**src/tcc_pkg.sv**
```systemverilog
// Constants for the capture/compare channel block.
// Assumes an APB master and a timer counter on the same clock.
package tcc_pkg;
    // ****************************************
    // Sizes
    // ****************************************
    localparam int unsigned NCH_MAX = 6;
    localparam int unsigned OVF_BIT = 6;

    // ****************************************
    // Register offsets
    // ****************************************
    localparam logic [7:0] CTRL_BASE  = 8'h00;
    localparam logic [7:0] VALUE_BASE = 8'h20;
    localparam logic [7:0] IVEC_OFF   = 8'h40;
    localparam logic [7:0] MASK_OFF   = 8'h44;
    localparam logic [7:0] STAT_OFF   = 8'h48;
    localparam logic [7:0] CH_STRIDE  = 8'h04;

    // ****************************************
    // Control field positions
    // ****************************************
    localparam int unsigned EDGE_LO  = 14;
    localparam int unsigned SYNC_BIT = 11;
    localparam int unsigned LLD_LO   = 9;
    localparam int unsigned CAP_BIT  = 8;
    localparam int unsigned OM_LO    = 5;
    localparam int unsigned IE_BIT   = 4;
    localparam int unsigned IN_BIT   = 3;
    localparam int unsigned OUT_BIT  = 2;
    localparam int unsigned COV_BIT  = 1;
    localparam int unsigned FLG_BIT  = 0;
    localparam logic [15:0] CTRL_RST = 16'h0000;
    localparam logic [15:0] CTRL_RW  = 16'hFFF4;

    // ****************************************
    // Codes
    // ****************************************
    localparam logic [1:0] LLD_IMM  = 2'h0;
    localparam logic [1:0] LLD_ZERO = 2'h1;
    localparam logic [1:0] LLD_ZP   = 2'h2;
    localparam logic [1:0] LLD_ZPUD = 2'h3;
    localparam logic [1:0] CM_UP    = 2'h1;
    localparam logic [1:0] CM_CONT  = 2'h2;
    localparam logic [1:0] CM_UPDN  = 2'h3;
    localparam logic [2:0] OM_BIT   = 3'h0;
    localparam logic [2:0] OM_SET   = 3'h1;
    localparam logic [2:0] OM_TGRS  = 3'h2;
    localparam logic [2:0] OM_SETRS = 3'h3;
    localparam logic [2:0] OM_TGL   = 3'h4;
    localparam logic [2:0] OM_RST   = 3'h5;
    localparam logic [2:0] OM_TGST  = 3'h6;
    localparam logic [2:0] OM_RSTST = 3'h7;
    localparam logic [15:0] IV_NONE = 16'h0000;
    localparam logic [15:0] IV_OVF  = 16'h000E;

    typedef enum logic {APB_IDLE, APB_ACK} tcc_apb_type;
endpackage

```
**src/tcc_channel.sv**
```systemverilog
// One capture/compare channel.
// Assumes synchronised input level and same-clock counter signals.
`timescale 1ns/1ps
`default_nettype none
module tcc_channel (
    // Clock and reset
    input  wire logic        pclk,
    input  wire logic        presetn,
    input  wire logic        ce,
    // Register access
    input  wire logic        ctrl_wr,
    input  wire logic        value_wr,
    input  wire logic [15:0] wdata,
    input  wire logic        flag_clr,
    // Timer
    input  wire logic [15:0] counter_value,
    input  wire logic [1:0]  count_mode,
    input  wire logic        zero_hit,
    input  wire logic        period_match,
    input  wire logic        cnt_moved,
    input  wire logic        in_level,
    // Results
    output logic [15:0]      ctrl_rd,
    output logic [15:0]      value_rd,
    output logic             out_level,
    output logic             flag
);
    logic [15:0] ctrl_reg;
    logic [15:0] value_reg;
    logic [15:0] compare_latch;
    logic        flag_reg;
    logic        cov_reg;
    logic        out_reg;
    logic        in_q_reg;
    logic        in_prev_reg;
    logic        in_sel;
    logic        cap_ev;
    logic        eq_ev;
    logic        load_ev;
    logic        capture_select;
    logic [1:0]  latch_load_sel;
    logic [2:0]  output_mode_field;
    logic [1:0]  edge_sel;

    assign capture_select    = ctrl_reg[tcc_pkg::CAP_BIT];
    assign latch_load_sel    = ctrl_reg[tcc_pkg::LLD_LO +: 2];
    assign output_mode_field = ctrl_reg[tcc_pkg::OM_LO +: 3];
    assign edge_sel          = ctrl_reg[tcc_pkg::EDGE_LO +: 2];

    // ****************************************
    // Capture input
    // ****************************************
    // sync or direct capture
    assign in_sel = ctrl_reg[tcc_pkg::SYNC_BIT] ? in_q_reg : in_level;
    assign cap_ev = capture_select && ((edge_sel[0] && in_sel && !in_prev_reg)
                    || (edge_sel[1] && !in_sel && in_prev_reg));
    assign eq_ev  = !capture_select && cnt_moved && (counter_value == compare_latch);

    always_ff @(posedge pclk or negedge presetn) begin
        if (!presetn) begin
            in_q_reg    <= 1'b0;
            in_prev_reg <= 1'b0;
        end else if (ce) begin
            in_q_reg    <= in_level;
            in_prev_reg <= in_sel;
        end
    end

    // ****************************************
    // Control and flags
    // ****************************************
    always_ff @(posedge pclk or negedge presetn) begin
        if (!presetn) begin
            ctrl_reg <= tcc_pkg::CTRL_RST;
        end else if (ce && ctrl_wr) begin
            ctrl_reg <= wdata & tcc_pkg::CTRL_RW;
        end
    end

    always_ff @(posedge pclk or negedge presetn) begin
        if (!presetn) begin
            flag_reg <= 1'b0;
        end else if (ce) begin
            if (cap_ev || eq_ev || (ctrl_wr && wdata[tcc_pkg::FLG_BIT])) begin
                flag_reg <= 1'b1;
            end else if (flag_clr || ctrl_wr) begin
                flag_reg <= 1'b0;
            end
        end
    end

    always_ff @(posedge pclk or negedge presetn) begin
        if (!presetn) begin
            cov_reg <= 1'b0;
        end else if (ce) begin
            if (cap_ev && flag_reg) begin
                cov_reg <= 1'b1;
            end else if (ctrl_wr && !wdata[tcc_pkg::COV_BIT]) begin
                cov_reg <= 1'b0;
            end
        end
    end

    // ****************************************
    // Value and latch
    // ****************************************
    // capture copies counter
    always_ff @(posedge pclk or negedge presetn) begin
        if (!presetn) begin
            value_reg <= 16'h0000;
        end else if (ce) begin
            if (cap_ev) begin
                value_reg <= counter_value;
            end else if (value_wr) begin
                value_reg <= wdata;
            end
        end
    end

    always_comb begin
        load_ev = 1'b0;
        case (latch_load_sel)
            tcc_pkg::LLD_ZERO: load_ev = zero_hit;
            tcc_pkg::LLD_ZP: load_ev = (count_mode == tcc_pkg::CM_UPDN) ? (zero_hit || period_match)
                : (((count_mode == tcc_pkg::CM_UP) || (count_mode == tcc_pkg::CM_CONT)) && zero_hit);
            tcc_pkg::LLD_ZPUD: load_ev = (count_mode == tcc_pkg::CM_UPDN) && (zero_hit || period_match);
            default: load_ev = 1'b0;
        endcase
    end

    always_ff @(posedge pclk or negedge presetn) begin
        if (!presetn) begin
            compare_latch <= 16'h0000;
        end else if (ce && !capture_select) begin
            if (latch_load_sel == tcc_pkg::LLD_IMM && value_wr) begin
                compare_latch <= wdata;
            end else if (load_ev) begin
                compare_latch <= value_reg;
            end
        end
    end

    // ****************************************
    // Output unit
    // ****************************************
    // output mode actions
    always_ff @(posedge pclk or negedge presetn) begin
        if (!presetn) begin
            out_reg <= 1'b0;
        end else if (ce) begin
            case (output_mode_field)
                tcc_pkg::OM_BIT: out_reg <= ctrl_reg[tcc_pkg::OUT_BIT];
                tcc_pkg::OM_SET: if (eq_ev) out_reg <= 1'b1;
                tcc_pkg::OM_TGRS: if (eq_ev) out_reg <= !out_reg; else if (period_match) out_reg <= 1'b0;
                tcc_pkg::OM_SETRS: if (eq_ev) out_reg <= 1'b1; else if (period_match) out_reg <= 1'b0;
                tcc_pkg::OM_TGL: if (eq_ev) out_reg <= !out_reg;
                tcc_pkg::OM_RST: if (eq_ev) out_reg <= 1'b0;
                tcc_pkg::OM_TGST: if (eq_ev) out_reg <= !out_reg; else if (period_match) out_reg <= 1'b1;
                default: if (eq_ev) out_reg <= 1'b0; else if (period_match) out_reg <= 1'b1;
            endcase
        end
    end

    always_comb begin
        ctrl_rd = ctrl_reg;
        ctrl_rd[tcc_pkg::IN_BIT]  = in_sel;
        ctrl_rd[tcc_pkg::COV_BIT] = cov_reg;
        ctrl_rd[tcc_pkg::FLG_BIT] = flag_reg;
    end
    assign value_rd  = value_reg;
    assign out_level = out_reg;
    assign flag      = flag_reg;

    // ****************************************
    // Checks
    // ****************************************
    a_cov_set: assert property (@(posedge pclk) disable iff (!presetn)
        (ce && cap_ev && flag_reg) |=> cov_reg) else $error("overflow not flagged");
    a_cov_hold: assert property (@(posedge pclk) disable iff (!presetn)
        (cov_reg && !(ce && ctrl_wr && !wdata[tcc_pkg::COV_BIT])) |=> cov_reg) else $error("overflow lost");
    a_cap_value: assert property (@(posedge pclk) disable iff (!presetn)
        (ce && cap_ev) |=> (value_reg == $past(counter_value))) else $error("capture value wrong");
    a_latch_imm: assert property (@(posedge pclk) disable iff (!presetn)
        (ce && value_wr && !capture_select && latch_load_sel == tcc_pkg::LLD_IMM)
        |=> (compare_latch == $past(wdata))) else $error("latch not loaded");
    a_mode0_out: assert property (@(posedge pclk) disable iff (!presetn)
        (ce && output_mode_field == tcc_pkg::OM_BIT) |=> (out_reg == $past(ctrl_reg[tcc_pkg::OUT_BIT])))
        else $error("direct output wrong");
endmodule
`default_nettype wire

```
**src/tcc_top.sv**
```systemverilog
// Capture/compare channel group with APB registers and vector.
// Assumes counter signals on pclk; capture pins are asynchronous.
//
// Design decisions made here: the APB slave port and the register addresses.
`timescale 1ns/1ps
`default_nettype none
// Summary of operation
// - bit 11 picks synchronised or direct capture
// - bits 10-9 pick latch load; 01 at zero
// - code 10 zero, or period/zero in up/down
// - zero-only variant only in up/continuous
// - bit 8 selects compare or capture
// - bits 7-5 choose eight output actions
// - bit 4 gates the channel interrupt
// - bit 3 reads selected input level
// - mode zero drives output from bit 2
// - overflow bit set by hardware, software clears
// - bit 0 shows channel interrupt pending
// - vector 00 none, 02-0C channels, 0E overflow
// - channels two to six are optional
// - compare writes reach the compare latch
// - capture copies counter into value register
module tcc_top #(
    parameter int unsigned NCH = 6
) (
    // Clock and reset
    input  wire logic           pclk,
    input  wire logic           presetn,
    input  wire logic           ce,
    // APB slave
    input  wire logic           psel,
    input  wire logic           penable,
    input  wire logic           pwrite,
    input  wire logic [7:0]     paddr,
    input  wire logic [31:0]    pwdata,
    output logic [31:0]         prdata,
    output logic                pready,
    output logic                pslverr,
    // Timer counter
    input  wire logic [15:0]    counter_value,
    input  wire logic [1:0]     count_mode,
    input  wire logic [15:0]    period_latch,
    input  wire logic           counter_overflow,
    // Channel pins
    input  wire logic [NCH-1:0] capture_in,
    output logic [NCH-1:0]      channel_out,
    output logic                irq
);
    localparam int unsigned NM = tcc_pkg::NCH_MAX;

    // APB handshake state

    tcc_pkg::tcc_apb_type apb_state;
    logic [31:0]   prdata_reg;
    logic          pready_reg;
    logic          pslverr_reg;
    logic          irq_reg;
    logic [NM:0]   mask_reg;
    logic          counter_overflow_flag;
    logic [15:0]   cnt_prev_reg;
    logic [NCH-1:0] sync1_reg;
    logic [NCH-1:0] sync2_reg;
    logic [2:0]    vec_idx_reg;
    logic          vec_valid_reg;
    logic [15:0]   ctrl_rd  [NM];
    logic [15:0]   value_rd [NM];
    logic [NM-1:0] flags;
    logic [NM-1:0] ie;
    logic [NM-1:0] ctrl_wr;
    logic [NM-1:0] value_wr;
    logic [NM-1:0] flag_clr;
    logic [NM:0]   pend;
    logic [NM:0]   stat;
    logic          done;
    logic          zero_hit;
    logic          period_match;
    logic          cnt_moved;
    logic [31:0]   rd_data;
    logic          rd_hit;
    logic [2:0]    vec_idx;
    logic          vec_valid;
    logic [15:0]   irq_vector_code;

    // ****************************************
    // Helpers
    // ****************************************
    function automatic logic ch_hit(input logic [7:0] addr, input logic [7:0] base, input int unsigned i);
        ch_hit = (addr == base + 8'(i * 4));
    endfunction

    function automatic logic [3:0] vec_pick(input logic [NM:0] p);
        vec_pick = 4'h0;
        for (int i = NM; i >= 0; i--) begin
            if (p[i]) begin
                vec_pick = {1'b1, 3'(i)};
            end
        end
    endfunction

    // ****************************************
    // Counter events and pin sync
    // ****************************************
    assign cnt_moved    = (counter_value != cnt_prev_reg);
    assign zero_hit     = cnt_moved && (counter_value == 16'h0000);
    assign period_match = cnt_moved && (counter_value == period_latch);

    always_ff @(posedge pclk or negedge presetn) begin
        if (!presetn) begin
            cnt_prev_reg <= 16'h0000;
            sync1_reg    <= '0;
            sync2_reg    <= '0;
        end else if (ce) begin
            cnt_prev_reg <= counter_value;
            sync1_reg    <= capture_in;
            sync2_reg    <= sync1_reg;
        end
    end

    // ****************************************
    // Channels
    // ****************************************
    // omitted channels read zero
    for (genvar g = 0; g < NM; g++) begin : gen_ch
        if (g < NCH) begin : gen_on
            tcc_channel u_ch (
                .pclk          (pclk),
                .presetn       (presetn),
                .ce            (ce),
                .ctrl_wr       (ctrl_wr[g]),
                .value_wr      (value_wr[g]),
                .wdata         (pwdata[15:0]),
                .flag_clr      (flag_clr[g]),
                .counter_value (counter_value),
                .count_mode    (count_mode),
                .zero_hit      (zero_hit),
                .period_match  (period_match),
                .cnt_moved     (cnt_moved),
                .in_level      (sync2_reg[g]),
                .ctrl_rd       (ctrl_rd[g]),
                .value_rd      (value_rd[g]),
                .out_level     (channel_out[g]),
                .flag          (flags[g])
            );
        end else begin : gen_off
            assign ctrl_rd[g]  = 16'h0000;
            assign value_rd[g] = 16'h0000;
            assign flags[g]    = 1'b0;
        end
        assign ie[g]       = ctrl_rd[g][tcc_pkg::IE_BIT];
        assign ctrl_wr[g]  = done && pwrite && ch_hit(paddr, tcc_pkg::CTRL_BASE, g);
        assign value_wr[g] = done && pwrite && ch_hit(paddr, tcc_pkg::VALUE_BASE, g);
        assign flag_clr[g] = done && ((!pwrite && paddr == tcc_pkg::IVEC_OFF && vec_valid_reg
                             && vec_idx_reg == 3'(g))
                             || (pwrite && paddr == tcc_pkg::STAT_OFF && pwdata[g]));
    end

    // ****************************************
    // Interrupts
    // ****************************************
    // enable gates channel request
    assign pend = {counter_overflow_flag, flags & ie};
    assign stat = {counter_overflow_flag, flags};
    assign {vec_valid, vec_idx} = vec_pick(pend);
    assign irq_vector_code = !vec_valid ? tcc_pkg::IV_NONE
                           : (vec_idx == 3'(NM)) ? tcc_pkg::IV_OVF
                           : {12'h000, vec_idx + 3'h1, 1'b0};

    // Overflow flag, set wins over clear
    always_ff @(posedge pclk or negedge presetn) begin
        if (!presetn) begin
            counter_overflow_flag <= 1'b0;
        end else if (ce) begin
            if (counter_overflow) begin
                counter_overflow_flag <= 1'b1;
            end else if (done && ((!pwrite && paddr == tcc_pkg::IVEC_OFF && vec_valid_reg
                         && vec_idx_reg == 3'(NM))
                         || (pwrite && paddr == tcc_pkg::STAT_OFF && pwdata[tcc_pkg::OVF_BIT]))) begin
                counter_overflow_flag <= 1'b0;
            end
        end
    end

    always_ff @(posedge pclk or negedge presetn) begin
        if (!presetn) begin
            mask_reg <= '0;
        end else if (ce && done && pwrite && paddr == tcc_pkg::MASK_OFF) begin
            mask_reg <= pwdata[NM:0];
        end
    end

    always_ff @(posedge pclk or negedge presetn) begin
        if (!presetn) begin
            irq_reg <= 1'b0;
        end else if (ce) begin
            irq_reg <= |(pend & mask_reg);
        end
    end

    // ****************************************
    // APB slave
    // ****************************************
    always_comb begin
        rd_data = 32'h0000_0000;
        rd_hit  = 1'b0;
        if (paddr == tcc_pkg::IVEC_OFF) begin
            rd_data = {16'h0000, irq_vector_code};
            rd_hit  = 1'b1;
        end else if (paddr == tcc_pkg::MASK_OFF) begin
            rd_data = 32'(mask_reg);
            rd_hit  = 1'b1;
        end else if (paddr == tcc_pkg::STAT_OFF) begin
            rd_data = 32'(stat);
            rd_hit  = 1'b1;
        end else begin
            for (int i = 0; i < NM; i++) begin
                if (ch_hit(paddr, tcc_pkg::CTRL_BASE, i)) begin
                    rd_data = {16'h0000, ctrl_rd[i]};
                    rd_hit  = 1'b1;
                end else if (ch_hit(paddr, tcc_pkg::VALUE_BASE, i)) begin
                    rd_data = {16'h0000, value_rd[i]};
                    rd_hit  = 1'b1;
                end
            end
        end
    end

    assign done = (apb_state == tcc_pkg::APB_ACK) && psel && penable;

    always_ff @(posedge pclk or negedge presetn) begin
        if (!presetn) begin
            apb_state     <= tcc_pkg::APB_IDLE;
            prdata_reg    <= 32'h0000_0000;
            pready_reg    <= 1'b0;
            pslverr_reg   <= 1'b0;
            vec_idx_reg   <= 3'h0;
            vec_valid_reg <= 1'b0;
        end else if (ce) begin
            case (apb_state)
                tcc_pkg::APB_IDLE: begin
                    if (psel && !penable) begin
                        apb_state     <= tcc_pkg::APB_ACK;
                        prdata_reg    <= pwrite ? 32'h0000_0000 : rd_data;
                        pslverr_reg   <= !rd_hit;
                        pready_reg    <= 1'b1;
                        vec_idx_reg   <= vec_idx;
                        vec_valid_reg <= vec_valid;
                    end
                end
                default: begin
                    apb_state   <= tcc_pkg::APB_IDLE;
                    pready_reg  <= 1'b0;
                    pslverr_reg <= 1'b0;
                end
            endcase
        end
    end

    assign prdata  = prdata_reg;
    assign pready  = pready_reg;
    assign pslverr = pslverr_reg;
    assign irq     = irq_reg;

    // ****************************************
    // Checks
    // ****************************************
    a_irq_level: assert property (@(posedge pclk) disable iff (!presetn)
        $past(ce) |-> (irq_reg == $past(|(pend & mask_reg)))) else $error("irq level wrong");
    a_ready_pulse: assert property (@(posedge pclk) disable iff (!presetn)
        (ce && pready_reg) |=> !pready_reg) else $error("pready held");
    a_vec_none: assert property (@(posedge pclk) disable iff (!presetn)
        (ce && psel && !penable && !pwrite && apb_state == tcc_pkg::APB_IDLE
        && paddr == tcc_pkg::IVEC_OFF && pend == '0) |=> (prdata_reg == 32'h0000_0000))
        else $error("vector not zero");
    a_vec_first: assert property (@(posedge pclk) disable iff (!presetn)
        (ce && psel && !penable && !pwrite && apb_state == tcc_pkg::APB_IDLE
        && paddr == tcc_pkg::IVEC_OFF && pend[0]) |=> (prdata_reg[15:0] == 16'h0002))
        else $error("channel one not first");
    a_vec_clear: assert property (@(posedge pclk) disable iff (!presetn)
        (ce && done && !pwrite && paddr == tcc_pkg::IVEC_OFF && vec_valid_reg
        && vec_idx_reg == 3'h0 && !gen_ch[0].gen_on.u_ch.cap_ev && !gen_ch[0].gen_on.u_ch.eq_ev)
        |=> !flags[0]) else $error("vector read kept flag");
endmodule
`default_nettype wire

```
**config.mk**
```make
export PLATFORM = sky130hd
export DESIGN_NAME = tcc_top
export DESIGN_NICKNAME = d
export VERILOG_FILES = /design/src/tcc_pkg.sv /design/src/tcc_channel.sv /design/src/tcc_top.sv
export SDC_FILE = /design/constraint.sdc
export NUM_CORES = 1
export LEC_CHECK = 0
export BUFFER_PORTS_ARGS = -buffer_cell sky130_fd_sc_hd__clkbuf_2
export CORE_MARGIN = 3
export CORE_UTILIZATION = 32
export CTS_CLUSTER_DIAMETER = 50
export DETAILED_ROUTE_END_ITERATION = 16
export SETUP_SLACK_MARGIN = 0.4
export SYNTH_ARGS = -nofsm -noshare
export SYNTH_HDL_FRONTEND = slang
export SYNTH_SLANG_ARGS = --single-unit
```
**constraint.sdc**
```tcl
create_clock -name pclk -period 3.5 [get_ports pclk]
set_input_delay 0.525 -clock pclk [delete_from_list [all_inputs] [get_ports pclk]]
set_output_delay 0.525 -clock pclk [all_outputs]
set_load 0.03 [all_outputs]
```
==> results of run 1 <==
==> worst reg2reg max path: cells and delay by family, from the launching register on <==
family                 cells  cell delay (ns)
multiplexers               1             0.41
AO/OA/AOI/OAI              2             0.64
buffers and inverters      2             0.40
XOR/XNOR                   1             0.17
flip-flops                 1             0.38
AND/OR/NAND/NOR            3             0.85
==> layer usage <==
metal	part of all wire	track usage	vias up
li1	-	-	7330
met1	0.43	0.300	8405
met2	0.44	0.325	747
met3	0.090	0.0471	125
met4	0.035	0.0724	4
met5	0.00028	0	-
==> repair_timing <==
item	CTS	global route
resized for setup	2	1
endpoints found under the setup margin	80	32
pin swaps	3	1
endpoints found under the hold margin	21	0
hold buffers	1	0
buffers inserted	4	1
==> power breakdown <==
part | internal (µW) | switching (µW) | leakage [µW] | total [µW]
Combinational | 326 | 634 | 0.00562 | 960
Sequential | 4290 | 123 | 0.00481 | 4410
Clock | 3180 | 1980 | 0.000788 | 5160
Total | 7790 | 2740 | 0.0112 | 10500
==> cells in the final DEF, fill, tap and decap left out, drive strengths merged, types with 13 or more instances in the layout <==
| master | Yosys | final |
|---|---|---|
| xor2 | 83 | 83 |
| nand3 | 48 | 48 |
| mux2 | 314 | 314 |
| mux2i | 116 | 116 |
| a21oi | 113 | 113 |
| nor2b | 15 | 15 |
| nor3 | 28 | 28 |
| inv | 29 | 33 |
| nor2 | 103 | 103 |
| o21ai | 131 | 131 |
| nand4 | 21 | 21 |
| o22ai | 13 | 13 |
| buf | 93 | 113 |
| nor4 | 32 | 32 |
| clkbuf | 96 | 160 |
| nand2 | 141 | 141 |
| conb | 1 | 16 |
| xnor2 | 45 | 45 |
| nand2b | 17 | 17 |
| dfrtp | 360 | 360 |
==> worst paths after layout <==
| kind | from | endpoint | slack, ns | depth (start not counted) |
|---|---|---|---|---|
| max reg2reg | cnt_prev_reg[15] | gen_ch[0].gen_on.u_ch.compare_latch[9] | 0.54 | 9 |
| max in group asynchronous | presetn | gen_ch[4].gen_on.u_ch.value_rd[9] | 1.96 | 3 |
| min in group asynchronous | presetn | gen_ch[0].gen_on.u_ch.cov_reg | 0.54 | 2 |
| max | cnt_prev_reg[15] | gen_ch[0].gen_on.u_ch.compare_latch[9] | 0.54 | 9 |
| min reg2reg | pslverr | pslverr | 0.49 | 2 |
| min | counter_overflow | counter_overflow_flag | 0.17 | 3 |
==> cells by family (layout without fill, tap and decap cells) <==
kind of cell               count (synthesis)  after routing  synth area share
muxes                                    435            435             0.234
DFF                                      360            360             0.433
AOI/OAI and AO/OA                        390            390             0.119
buffers and inverters                    218            325            0.0478
and+or+nand+nor                          455            455             0.110
other                                      1             16          0.000180
adders and majority gates                  3              3           0.00180
xor gates and xnor gates                 128            128            0.0538
==> layout make-up <==
type	count	share of cell area
flip-flops and latches	360	0.371
clock inverters	22	0.0125
clock buffers	68	0.0563
repair buffers	206	0.0617
multi-input cells	1427	0.450
well taps	846	0.0436
inverters	29	0.00448
==> metrics by stage <==
step	area (µm²)	worst slack [ns]	utilization
2_1_floorplan	20900	0.487	-
3_3_place_gp	22500	-0.0373	0.353
3_5_place_dp	22500	0.00228	0.353
4_1_cts	24300	0.429	0.380
5_1_grt	24300	0.410	0.381
6_report	24300	0.542	0.381
==> summary.md, run 1 <==
| Metric | Value |
|---|---|
| Final wirelength | 73.9 mm |
| Post-route ant nets | 0 |
| Setup CP Type | reg2reg |
| GR Overflow Total | 0 |
| Final period util | 0.845 |
| Main synth FF type | dfrtp_1 |
| Nets@finish | 2,162 |
| Biggest area consumer among synthesized cells | dfrtp_1 |
| Seq. cell area | 0.00901 mm² |
| Synth unique cells | 85 |
| Max FO, Critical Path | 16 |
| P&R area growth vs syn | 16.6% |
| Most frequent CP cell | buf_4 |
| Chip height | 261 µm |
| Worst EP required | 3.96 ns |
| Top cells by area, synth | dfrtp_1, mux2_2, mux2i_1 |
| Hold WC Path Type | in2reg |
| H-Tree Depth | 2 |
| Vias in the first global route | 16,400 |
| Final hold violations | 0 |
| Share of cells above drive strength 1 | 0.291 |
| Status | completed |
| Fin. max-slew vios | 0 |
| Non-Filler Instances | 2,958 |
| Post-DP HPWL | 51.6 mm |
| Yosys warns | 0 |
| Filler cell count | 6,249 |
| Clock period minus final worst setup slack | 2.96 ns |
| Global placement routability congestion | 0.978 |
| Antenna diodes | 0 |
| Maxcap violations | 0 |
| Arrival time at the worst endpoint | 3.42 ns |
| Sequential share of the synthesized area | 0.433 |
| Clk_skew | 0.0230 ns |
| Core area | 0.0638 mm² |
| Share of Yosys cell area claimed by the top area cell type | 0.433 |
| Clk buf depth | 3 |
| Crit-path cells | xor2_1 -> nor4_1 -> nand4_1 -> buf_4 -> nand2_1 -> buf_4 -> a211oi_1 -> o21ai_4 -> mux2_2 |
| Most frequent cell after synthesis | dfrtp_1 |
| Drt wl/cell | 25.0 µm |
| Num CTS Buffers | 48 |
| Row cnt | 92 |
| Drc violations | 0 |
| Vias | 16,600 |
| Largest net degree at the start of global routing | 81 |
| Actual slew at the worst max-slew pin | 1.19 ns |
| Max Clk Rate | 0.338 GHz |
| IO Count | 128 |
| Global-route wire length before repair | 109 mm |
| Initial antenna violation count | 2 |
| Clock transition at path regs | 0.06 ns |
| Root buffer selected by CTS | clkbuf_16 |
| Setup Total Neg Slack | 0 ns |
| Delay-heaviest family, CP | simple AND/OR/NAND/NOR gates |
| Global-route usage over all layers | 0.213 |
| CP bufs+invs | 2 |
| DIE AREA | 0.0682 mm² |
| Most instantiated cells after synthesis | dfrtp_1, mux2_2, nand2_1, o21ai_0, mux2i_1 |
| TritonCTS clock tree | yes |
| Leakage | 0.0112 µW |
| Post-Synthesis Cells | 1,990 |
| TritonCTS Sinks | 360 |
| Avg Inst Size Synth | 10.5 µm² |
| DRT iter0 DRCs | 1,828 |
| Unrepaired setup endpoints after global routing | no |
| Clock latency on the worst-skew pair | 0.59 ns |
| PwrDens | 434 mW/mm² |
| Multi-input logic area | 0.0109 mm² |
| Worst path max stage delay | 0.54 ns |
| Initial DRT Pass Iterations | 7 |
| Final setup viols | 0 |
| Max-Slew Margin vs Limit | 0.208 |
| Quantity of I/O buffers inserted on ports | 95 |
| Post-layout total power | 10,500 µW |
| Fin Hold WS | 0.170 ns |
| Highest-delay cell along the critical path | o21ai_4 |
| Die X-Extent | 261 µm |
| Dpl cells | 2,862 |
| FFs w/ async S/R, synth | 1.00 |
| Post-synth EDFFs | 0 |
| CP Launch Type | flip-flop |
| Seq cells post-synth | 360 |
| Initial Util | 0.326 |
| Worst setup EP type | flip-flop |
| Syn Std Cell Area | 0.0208 mm² |
| Worst vdd ir | 0.324 mV |
| Post-DR vias/cell | 5.62 |
(Power assumes the default switching activity.)
==> run 2: changes to the inputs <==
==> constraint.sdc (replaced) <==
create_clock -name pclk -period 2.45 [get_ports pclk]
set_input_delay 0.3675 -clock pclk [delete_from_list [all_inputs] [get_ports pclk]]
set_output_delay 0.3675 -clock pclk [all_outputs]
set_load 0.03 [all_outputs]
==> run 2 against run 1 <==
Clock skew grew 0.0026 ns. Largest power group unchanged. Utilization up 5.1 points. Via count up 7.7%. Critical path type unchanged. The flow now finishes with violations (antenna violations, negative setup slack).
==> summary.md, run 2 (same netlist as run 1, synthesis figures left out) <==
| Metric | Value |
|---|---|
| Status | finished, violations left |
| Failing checks | antenna violations, negative setup slack |
| Share of cells above drive strength 1 | 0.411 |
| Quantity of I/O buffers inserted on ports | 95 |
| Pre-CTS setup slack | -0.713 ns |
| Root buffer selected by CTS | clkbuf_16 |
| Max Clk Rate | 0.368 GHz |
| Most common cell after layout, fill and taps aside | dfrtp_1 |
| Initial antenna violation count | 2 |
| Unrepaired setup endpoints after global routing | yes |
| P&R area growth vs syn | 32.4% |
| Final wirelength | 81.1 mm |
| Hold WC Path Type | in2reg |
| Post-route ant nets | 1 |
| Setup CP Type | reg2reg |
| Drt wl/cell | 25.6 µm |
| CP Launch Type | flip-flop |
| Crit-path cells | xor2_1 -> nor4_2 -> nand4_1 -> buf_6 -> nand2_4 -> buf_6 -> nor3b_4 -> o311ai_4 -> buf_12 -> buf_16 -> mux2_1 |
| Actual slew at the worst max-slew pin | 0.873 ns |
| Chip height | 261 µm |
| Highest-delay cell along the critical path | dfrtp_1 |
| IO Count | 128 |
| Clk buf depth | 3 |
| Die X-Extent | 261 µm |
| Filler cell count | 5,920 |
| Post-DR vias/cell | 5.65 |
| Clock period minus final worst setup slack | 2.72 ns |
| Post-DP HPWL | 57.1 mm |
| Worst path max stage delay | 0.40 ns |
| Nets@finish | 2,365 |
| Num CTS Buffers | 48 |
| Final setup viols | 103 |
| TritonCTS clock tree | yes |
| H-Tree Depth | 2 |
| Arrival time at the worst endpoint | 3.19 ns |
| Vias | 17,900 |
| Most frequent CP cell | buf_6 |
| Max-Slew Margin vs Limit | 0.418 |
| Global-route wire length before repair | 118 mm |
| Global placement routability congestion | 0.948 |
| Max FO, Critical Path | 8 |
| Initial Util | 0.326 |
| DRT iter0 DRCs | 1,811 |
| Drc violations | 0 |
| Global-route usage over all layers | 0.232 |
| Leakage | 0.0129 µW |
| Cell area after layout | 0.0276 mm² |
| CP bufs+invs | 4 |
| GR Overflow Total | 0 |
| DIE AREA | 0.0682 mm² |
| Most frequent cells in the layout | dfrtp_1, buf_4, mux2_2 |
| PwrDens | 558 mW/mm² |
| Clock latency on the worst-skew pair | 0.60 ns |
| Final WS setup | -0.265 ns |
| Maxcap violations | 0 |
| Final hold violations | 0 |
| Core area | 0.0638 mm² |
| Finished Core Util | 0.432 |
| Initial DRT Pass Iterations | 8 |
| Multi-input logic area | 0.0121 mm² |
| TritonCTS Sinks | 360 |
| Largest net degree at the start of global routing | 97 |
| Vias in the first global route | 17,800 |
| Area after DPL | 0.0243 mm² |
| Fin. max-slew vios | 0 |
| Worst EP required | 2.93 ns |
| Clock transition at path regs | 0.06 ns |
| Row cnt | 92 |
| Final period util | 1.11 |
| Clk_skew | 0.0256 ns |
| Delay-heaviest family, CP | simple AND/OR/NAND/NOR gates |
| Worst setup EP type | flip-flop |
| Worst vdd ir | 0.457 mV |
| Seq. cell area | 0.00902 mm² |
## run 2: cell types whose count changed in the layout (fill, tap and decap cells not counted), sizes merged
cell         before  now
clkinv            4    9
buf             113  305
o21ai           131  133
clkinvlp          8    3
dlygate4sd3       1    6
clkbuf          160  161
diode             0    5
inv              33   35
## run 2: cell type report
cell class	instances	share of cell area
inverter	29	0.00395
sequential	360	0.327
timing repair buffer	407	0.130
antenna	5	0.000454
clock buffer	65	0.0492
tap	846	0.0384
multi-input combinational	1429	0.439
clock inverter	24	0.0118
## run 2: final timing paths
kind / startpoint / endpoint / slack, ns / depth (start not counted)
max: cnt_prev_reg[14] / gen_ch[3].gen_on.u_ch.compare_latch[8] / -0.27 / 11
min: capture_in[3] / sync1_reg[3] / 0.01 / 2
min in group asynchronous: presetn / gen_ch[1].gen_on.u_ch.value_rd[2] / 0.33 / 2
max reg2reg: cnt_prev_reg[14] / gen_ch[3].gen_on.u_ch.compare_latch[8] / -0.27 / 11
min reg2reg: gen_ch[5].gen_on.u_ch.cov_reg / gen_ch[5].gen_on.u_ch.cov_reg / 0.49 / 2
max in group asynchronous: presetn / gen_ch[3].gen_on.u_ch.ctrl_reg[11] / 1.33 / 3
## run 2: worst register-to-register path, stage by stage (launching register included)
cell and delay [ns]:
dfrtp_1 0.40, xor2_1 0.15, nor4_2 0.36, nand4_1 0.28, buf_6 0.23, nand2_4 0.06
buf_6 0.14, nor3b_4 0.06, o311ai_4 0.30, buf_12 0.16, buf_16 0.14, mux2_1 0.32
## run 2: metrics by stage
| stage | cells | power (µW) | setup TNS (ns) | hold WS [ns] |
|---|---|---|---|---|
| after floorplan | 2005 | 7150 | -16.99 | 0.0719 |
| after global placement | 3016 | 7870 | -63.25 | 0.395 |
| after detailed placement | 3016 | 7900 | -63.94 | 0.394 |
| after CTS | 3139 | 15400 | -12.63 | 0.00177 |
| after global routing | 3160 | 15800 | -23.20 | 0.0320 |
| final | 3165 | 15400 | -19.20 | 0.0144 |
## run 2: repair_timing
item                                   CTS  global route
pin swaps                               39            39
setup buffers                           24            16
setup endpoints to repair              173           174
resized for setup                      111           121
hold buffers                             6             0
gates cloned                             4             5
endpoints found under the hold margin   52             0
## run 2: power by group
part / internal, µW / switching, µW / total (µW)
clock network: 4560 / 2880 / 7440
registers: 6120 / 187 / 6310
logic: 620 / 1000 / 1620
## run 2: layer usage
metal,vias to the layer above,share of wire,track usage,routed length (µm)
li1,7733,-,-,-
met1,9080,0.43,0.315,34800
met5,-,0.00016,0,13
met2,882,0.44,0.343,35300
met4,2,0.045,0.108,3630
met3,197,0.091,0.0623,7380
